==> config.mk <==
export PLATFORM = sky130hd
export DESIGN_NAME = izs_interp_datapath
export DESIGN_NICKNAME = d
export VERILOG_FILES = /design/src/design/izs_interp_datapath.v /design/src/design/izs_phase_gen.v
export VERILOG_INCLUDE_DIRS = /design/src /design/src/design
export SDC_FILE = /design/constraint.sdc
export NUM_CORES = 2
export LEC_CHECK = 0
export BUFFER_PORTS_ARGS = -buffer_cell sky130_fd_sc_hd__buf_2
export CAP_MARGIN = 5
export CELL_PAD_IN_SITES_DETAIL_PLACEMENT = 0
export CELL_PAD_IN_SITES_GLOBAL_PLACEMENT = 1
export CORE_ASPECT_RATIO = 0.7
export CORE_MARGIN = 5
export CORE_UTILIZATION = 41
export DETAILED_ROUTE_END_ITERATION = 6
export GPL_ROUTABILITY_DRIVEN = 0
export GPL_TIMING_DRIVEN = 0
export PLACE_DENSITY = 0.79
export SLEW_MARGIN = 20
export SYNTH_ARGS = -nofsm -noshare
export SYNTH_HDL_FRONTEND = slang
export SYNTH_SLANG_ARGS = --single-unit
==> constraint.sdc <==
create_clock -name clk_sys -period 17.8 [get_ports clk_sys]
set_input_delay 0.89 -clock clk_sys [delete_from_list [all_inputs] [get_ports clk_sys]]
set_output_delay 0.89 -clock clk_sys [all_outputs]
set_load 0.05 [all_outputs]
==> src/design/izs_map.vh <==
// Constants for the interpolating zero-stuff datapath: widths, codes, timing and filter taps.
// Assumes a single system clock at the converter update rate; included by every design file.
// Functional notes
// Each parallel input sample is caught in an edge-triggered input register on the rising edge of the input clock.
// Every captured sample passes a two-times interpolation filter that yields two outputs per input.
// Filter select low gives a low-pass response and high gives a high-pass response that keeps the upper image.
// Zero-stuff select high enables zero stuffing and low bypasses it, independently of the filter select.
// The two selects form four modes, baseband or direct IF, each with or without zero stuffing.
// With zero stuffing on, the converter is updated four times per input sample.
// With zero stuffing off, each filter output goes straight to the converter as the next code.
// Input samples run up to 150 MSPS and the converter update path up to 400 MSPS.
// With the multiplier on, all filter and converter timing comes from one reference clock and stays aligned.
// Zero stuffing inserts one midscale code after every filter output, alternating the two.
// The interpolator is a symmetric half-band FIR of 43 taps.
// The high-pass set is the low-pass set with only the centre coefficient negated.
// With the multiplier off, the data source may pulse the divider reset high to align the internal 1x clock.
// Filter results are rounded and saturated to the 14-bit code before stuffing or conversion.
// The data source keeps both mode selects static while running, since a change may corrupt samples in flight.
`ifndef IZS_MAP_VH
`define IZS_MAP_VH

`define IZS_CODE_W 14
`define IZS_MIDSCALE 14'h2000
`define IZS_SAT_MAX 14'h1FFF
`define IZS_SAT_MIN 14'h2000
`define IZS_TAPS 43
`define IZS_LINE_LEN 22
`define IZS_CENTER_IDX 10
`define IZS_COEF_W 17
`define IZS_COEF_FRAC 15
`define IZS_ACC_W 40
`define IZS_ROUND_HALF 40'h0000004000

// Last phase index per input sample, plain and stuffed
`define IZS_PHASE_LAST_PLAIN 2'h1
`define IZS_PHASE_LAST_STUFF 2'h3

// Rate limits in MSPS and the system clock in MHz
`define IZS_IN_RATE_MAX_MSPS 150
`define IZS_DAC_RATE_MAX_MSPS 400
`define IZS_CLK_MHZ 250

// Doubled half-band taps, Q15, for odd offsets 1..21 from the centre; centre is unity
`define IZS_CENTER_COEF 17'h08000
`define IZS_C_K1 17'h0517D
`define IZS_C_K3 17'h1E4D6
`define IZS_C_K5 17'h0104C
`define IZS_C_K7 17'h1F45C
`define IZS_C_K9 17'h0090E
`define IZS_C_K11 17'h1F898
`define IZS_C_K13 17'h00645
`define IZS_C_K15 17'h1FA91
`define IZS_C_K17 17'h004CB
`define IZS_C_K19 17'h1FBB6
`define IZS_C_K21 17'h003E1

`endif

==> src/design/izs_interp_datapath.v <==
// Top of the interpolating datapath: input register, half-band interpolator, zero stuffing, code output.
// Assumes clk_sys is the converter update clock; sample and mode inputs are synchronous to it.
`timescale 1ns/1ps
`default_nettype none
`include "izs_map.vh"

module izs_interp_datapath (
    input wire clk_sys,
    input wire rst_n,
    input wire ce,
    input wire [13:0] sample_in,
    input wire filter_response_select,
    input wire zero_stuff_select,
    input wire div_reset,
    input wire mult_enable,
    output reg [13:0] dac_code_reg,
    output reg dac_valid_reg,
    output reg sample_taken_reg,
    output reg clk_1x_out_reg,
    output reg multiplier_lock_indicator_reg
);
    // Round Q15 accumulator to the code width, saturate, return offset binary
    function [13:0] izs_round_sat;
        input [39:0] acc;
        reg [39:0] sum;
        reg [24:0] shifted;
        reg [13:0] sat;
        begin
            sum = acc + `IZS_ROUND_HALF;
            shifted = sum[39:15];
            if (!shifted[24] && (shifted[23:13] != 11'h000)) begin
                sat = `IZS_SAT_MAX;
            end else if (shifted[24] && (shifted[23:13] != 11'h7FF)) begin
                sat = `IZS_SAT_MIN;
            end else begin
                sat = shifted[13:0];
            end
            izs_round_sat = {~sat[13], sat[12:0]};
        end
    endfunction

    // Signed product of a pair sum and a tap, sign-extended to the accumulator
    function [39:0] izs_mul;
        input [14:0] pair;
        input [16:0] coef;
        reg [31:0] prod;
        begin
            prod = $signed(pair) * $signed(coef);
            izs_mul = {{8{prod[31]}}, prod};
        end
    endfunction

    wire [1:0] phase;
    wire clk_1x;
    wire locked;

    izs_phase_gen u_phase (
        .clk_sys(clk_sys),
        .rst_n(rst_n),
        .ce(ce),
        .stuff_en(zero_stuff_select),
        .div_reset(div_reset),
        .mult_enable(mult_enable),
        .phase_reg(phase),
        .clk_1x_reg(clk_1x),
        .locked_reg(locked)
    );

    // Delay line of input samples in two's complement; entry 0 is the input register
    reg [13:0] line_reg [0:21];
    reg [4:0] fill_reg;
    wire [1:0] last_phase;
    wire load;
    integer i;

    assign last_phase = zero_stuff_select ? `IZS_PHASE_LAST_STUFF : `IZS_PHASE_LAST_PLAIN;
    // Rising edge of the internal 1x clock: the phase about to wrap to zero
    assign load = (phase == last_phase) || div_reset;

    always @(posedge clk_sys or negedge rst_n) begin
        if (!rst_n) begin
            for (i = 0; i < `IZS_LINE_LEN; i = i + 1) begin
                line_reg[i] <= 14'h0000;
            end
            fill_reg <= 5'h00;
        end else if (ce && load) begin
            line_reg[0] <= {~sample_in[13], sample_in[12:0]};
            for (i = 1; i < `IZS_LINE_LEN; i = i + 1) begin
                line_reg[i] <= line_reg[i - 1];
            end
            if (fill_reg != 5'h16) begin
                fill_reg <= fill_reg + 5'h01;
            end
        end
    end

    // Symmetric pairs around the centre of the 43-tap response
    reg [16:0] tap;
    reg [14:0] pair;
    reg [39:0] acc_odd;
    reg [39:0] acc_even;
    reg [31:0] center_prod;
    reg [16:0] center_coef;

    always @* begin
        acc_odd = 40'h0000000000;
        tap = 17'h00000;
        pair = 15'h0000;
        for (i = 0; i <= `IZS_CENTER_IDX; i = i + 1) begin
            case (i)
                0: tap = `IZS_C_K21;
                1: tap = `IZS_C_K19;
                2: tap = `IZS_C_K17;
                3: tap = `IZS_C_K15;
                4: tap = `IZS_C_K13;
                5: tap = `IZS_C_K11;
                6: tap = `IZS_C_K9;
                7: tap = `IZS_C_K7;
                8: tap = `IZS_C_K5;
                9: tap = `IZS_C_K3;
                default: tap = `IZS_C_K1;
            endcase
            pair = {line_reg[i][13], line_reg[i]} + {line_reg[21 - i][13], line_reg[21 - i]};
            acc_odd = acc_odd + izs_mul(pair, tap);
        end
        // Only the centre tap changes sign for the high-pass response
        center_coef = filter_response_select ? (~`IZS_CENTER_COEF + 17'h00001) : `IZS_CENTER_COEF;
        center_prod = $signed(line_reg[`IZS_CENTER_IDX]) * $signed(center_coef);
        acc_even = {{8{center_prod[31]}}, center_prod};
    end

    // Output sequencing: plain mode is odd then even; stuffing puts midscale after each
    reg [13:0] code_next;
    wire [13:0] odd_code;
    wire [13:0] even_code;

    assign odd_code = izs_round_sat(acc_odd);
    assign even_code = izs_round_sat(acc_even);

    always @* begin
        code_next = `IZS_MIDSCALE;
        if (zero_stuff_select) begin
            case (phase)
                2'h0: code_next = odd_code;
                2'h1: code_next = `IZS_MIDSCALE;
                2'h2: code_next = even_code;
                2'h3: code_next = `IZS_MIDSCALE;
                default: code_next = `IZS_MIDSCALE;
            endcase
        end else begin
            case (phase)
                2'h0: code_next = odd_code;
                2'h1: code_next = even_code;
                default: code_next = even_code;
            endcase
        end
    end

    always @(posedge clk_sys or negedge rst_n) begin
        if (!rst_n) begin
            dac_code_reg <= `IZS_MIDSCALE;
            dac_valid_reg <= 1'b0;
            sample_taken_reg <= 1'b0;
            clk_1x_out_reg <= 1'b0;
            multiplier_lock_indicator_reg <= 1'b0;
        end else if (ce) begin
            dac_code_reg <= code_next;
            // Valid once the delay line holds a full set of real samples
            dac_valid_reg <= (fill_reg == 5'h16);
            sample_taken_reg <= load;
            clk_1x_out_reg <= clk_1x;
            // Lock level with the multiplier on, the 1x clock with it off
            multiplier_lock_indicator_reg <= mult_enable ? locked : clk_1x;
        end
    end
endmodule // izs_interp_datapath

`default_nettype wire

==> src/design/izs_phase_gen.v <==
// Divider that derives the per-sample update phases and the internal 1x clock from the system clock.
// Assumes the divider reset and multiplier enable are synchronous to clk_sys.
`timescale 1ns/1ps
`default_nettype none
`include "izs_map.vh"

module izs_phase_gen (
    input wire clk_sys,
    input wire rst_n,
    input wire ce,
    input wire stuff_en,
    input wire div_reset,
    input wire mult_enable,
    output reg [1:0] phase_reg,
    output reg clk_1x_reg,
    output reg locked_reg
);
    wire [1:0] last_phase;
    reg [1:0] phase_next;

    assign last_phase = stuff_en ? `IZS_PHASE_LAST_STUFF : `IZS_PHASE_LAST_PLAIN;

    always @* begin
        if (div_reset) begin
            phase_next = 2'h0;
        end else if (phase_reg >= last_phase) begin
            phase_next = 2'h0;
        end else begin
            phase_next = phase_reg + 2'h1;
        end
    end

    always @(posedge clk_sys or negedge rst_n) begin
        if (!rst_n) begin
            phase_reg <= 2'h0;
            clk_1x_reg <= 1'b0;
            locked_reg <= 1'b0;
        end else if (ce) begin
            phase_reg <= phase_next;
            // High during the first half of each input period
            // Phase 1 stays high only when continuing a high phase 0, so no short pulse after reset
            clk_1x_reg <= stuff_en ? ((phase_next == 2'h0) || ((phase_next == 2'h1) && clk_1x_reg)) :
                (phase_next == 2'h0);
            // Lock is declared the first time the phase count is at its last phase with the multiplier on
            if (!mult_enable || div_reset) begin
                locked_reg <= 1'b0;
            end else if (phase_reg == last_phase) begin
                locked_reg <= 1'b1;
            end
        end
    end
endmodule // izs_phase_gen

`default_nettype wire

==> qor.log <==
qor: grt.grt_remaining_overflow 0
qor: worst_setup_path.crit_arrival 17,360 ps
qor: synthesis.post_synth_main_area_contributors fa_1 (30%), ha_1 (25%), dfrtp_1 (13%)
qor: sta.finalCritPeriodShare 0.9472
qor: clock_network.post_cts_buffers 0
qor: worst_setup_path.cp.buffers_inverters 9
qor: clock_network.tritoncts.num_buffers 38
qor: worst_setup_path.critPathTopFamily adder cells
qor: die.dieWidth 483.4 um
qor: die.floorplan.io_pins 39
qor: synthesis.number_of_nets_produced_by_synthesis 9,080
qor: sta.transition_time_at_the_pin_with_the_least_slew_margin 1269 ps
qor: clock_network.cts_max_path_buffers 3
qor: grt.antenna_found_initial 6
qor: worst_setup_path.worst_r2r_endpoint dac_code_reg[2]
qor: clock_network.postCtsResizedCells 0
qor: placement.place_inst 8,915
qor: worst_setup_path.worst_path_largest_cell_delay 870 ps
qor: clock_network.cts-htree-levels 2
qor: placement.dpl.hpwl 160.1 mm
qor: clock_network.worst_skew_pair_later_pin_latency 610 ps
qor: cells_and_area.final-seq-area 8384 um2
qor: cells_and_area.final.fill_count 15.04k
qor: clock_network.tritoncts_num_sinks 335
qor: die.die-height 341.4 um
qor: die.core.rowCount 121
qor: worst_setup_path.worst_setup_path_startpoint line_reg[196]
qor: drt.first_pass_iters 5
qor: die.fp.dieArea 165,000 um2
qor: cells_and_area.syn2layout_area_growth 6.925%
qor: clock_network.cts-hold-fix-buffers 0
qor: synthesis.synth-seq-cells 335
qor: cells_and_area.count_of_nets_after_finishing 9,164
qor: sta.timing.final.max_slew_violations 0
qor: cells_and_area.final_layout_size_suffix_gt1_frac 0.03076
qor: synthesis.synth_async_sr_flop_share 1.000
qor: sta.finalClockSkew 22.95 ps
qor: die.placeableCoreArea 155,600 um2
qor: sta.grt_setup_unrepaired no
qor: sta.timing.fmax 59.31 MHz
qor: synthesis.yosys.area.top_type fa_1
qor: cells_and_area.final-instance-count-excl-fill 8,985
qor: worst_setup_path.critical-path-slowest-cell fa_1
qor: synthesis.yosysUniqueCellTypes 83
qor: drt.routed_wire_length_per_instance 20.03 um
qor: min_path.hold_path_class primary input to asynchronous set/reset pin
qor: placement.port-buffer-count 38
qor: drt.detail-route-antenna-nets 0
qor: synthesis.post-synth-top-area-fraction 0.3038
qor: synthesis.netlist_instances 6,780
qor: drt.first_iteration_detailed_routing_drc_count 3,402
qor: synthesis.post_synth_top_flop dfrtp_1
qor: worst_setup_path.path_depth 53
qor: worst_setup_path.cpMostUsedCell fa_1
qor: status.outcome finished, final reports clean
qor: synthesis.synth_enable_flop_cells 0
qor: grt.gr-usage-all-layers 0.2205
qor: worst_setup_path.critical_path_class flip-flop to flip-flop
qor: die.start_util 0.4132
qor: run.max-cap-violations 0
qor: sta.max_slew_margin 0.1479
qor: drt.routed-via-count 45.87k
qor: clock_network.worst_setup_hold_path_clk_slew 70 ps
qor: grt.grt_start_max_net_pins 92
qor: synthesis.synth.yosys.warnings 0
qor: clock_network.tritoncts_clock_tree built
qor: synthesis.post_synth.cell_area_avg 9.485 um2
qor: synthesis.synth.cell_area 64,310 um2
qor: sta.report.final.setup_viol 0
qor: grt.first_pass_grt_wire_length 280.5 mm
qor: worst_setup_path.worst_ep_required_time 18,300 ps
qor: worst_setup_path.r2r_setup_slack 940 ps
qor: sta.timing.final.crit_period 16,860 ps
qor: worst_setup_path.end_kind flip-flop
qor: worst_setup_path.worst-path-max-fanout 15
qor: worst_setup_path.cp-endpoint dac_code_reg[2]
qor: sta.totalNegativeSetupSlack 0 ps
qor: sta.hold_viol 0
qor: worst_setup_path.reg2reg_depth 53
qor: drt.drt_drc_violations_left 0
qor: cells_and_area.largest_reg_flops 308
qor: synthesis.yosysSeqAreaShare 0.1304
qor: clock_network.cts_root_buf clkbuf_16
qor: drt.routed_via_density 5.105
qor: drt.wirelength 180.0 mm
qor: worst_setup_path.setup.worst_path.start_class flip-flop
qor: grt.first_global_vias 47.14k
qor: worst_setup_path.worstReg2RegStart line_reg[196]
qor: cells_and_area.multi_input_comb_area 50,080 um2
[worst register-to-register path: cells and delay by family (launching register included)]
family,cells,cell delay [ps]
AO/OA/AOI/OAI,20,5480
XOR/XNOR,2,480
adder cells (fa/ha/maj),19,8780
AND/OR/NAND/NOR,3,350
buffers and inverters,9,1280
flip-flops,1,420
[cell usage in the layout, fill, tap and decap left out, types with 56 or more instances in the layout]
cell         n
a21o_1      71
a21oi_1    200
clkbuf_1    83
dfrtp_1    334
fa_1       976
ha_1      1303
inv_1     1526
nand2_1   1052
nand3_1     56
nor2_1     178
nor3_1      85
o21ai_0     93
xnor2_1    255
xor2_1      85
[synthesized netlist by cell type (30+ instances only)]
library cell,n
inv_1,1526
xor2_1,90
nor3_1,85
a21oi_1,200
nor2b_1,31
a21o_1,71
ha_1,1303
o21a_1,30
xnor2_1,273
nand2_1,1052
fa_1,976
nand3_1,56
o21ai_0,93
dfrtp_1,334
clkbuf_1,78
o21bai_1,45
nor2_1,179
o211ai_1,30
[per-layer routing]
| layer | track usage | vias up | part of all wire |
|---|---|---|---|
| met5 | 0 | - | 0 |
| met4 | 0.02650 | 0 | 0.012 |
| met2 | 0.3109 | 1308 | 0.40 |
| li1 | - | 21467 | - |
| met3 | 0.06912 | 132 | 0.10 |
| met1 | 0.3375 | 22960 | 0.49 |
[final cells by class]
cell class,instances,share of cell area
multi-input combinational,4835,0.7283
timing repair buffer,44,0.004749
sequential,335,0.1219
antenna,1,0.00003639
buffer,83,0.004749
inverter,1527,0.08336
clock inverter,23,0.004076
clock buffer,46,0.01470
tap,2091,0.03805
[how the worst min path moves through the flow]
stage,start,to,slack [ps]
final,rst_n,line_reg[303],220
after global placement,fill_reg[4],fill_reg[4],460
after global routing,rst_n,line_reg[303],260
after floorplan,fill_reg[4],fill_reg[4],440
after CTS,rst_n,line_reg[303],220
after detailed placement,fill_reg[4],fill_reg[4],470
[logic make-up after synthesis]
group,after synthesis,synth area share
AOI/OAI and AO/OA,622,0.06374
xor gates and xnor gates,363,0.04944
adders and majority gates,2279,0.5574
buffers and inverters,1610,0.09421
DFF,335,0.1304
muxes,23,0.003911
and+or+nand+nor,1548,0.1010
[through the flow]
| stage | instance area [um2] | setup WS, ps | hold WS, ps | utilization |
|---|---|---|---|---|
| floorplan | 64310 | 3324 | 439.0 | - |
| finish | 68760 | 939.6 | 221.6 | 0.4418 |
| global placement | 67110 | 1186 | 459.6 | 0.4312 |
| detailed placement | 67380 | 1169 | 467.2 | 0.4330 |
| CTS | 68670 | 1062 | 223.2 | 0.4413 |
| global route | 68760 | 125.2 | 259.8 | 0.4418 |
Power is not shown: default switching activity piles up to over one toggle a cycle in this logic, so the estimate is an artifact.
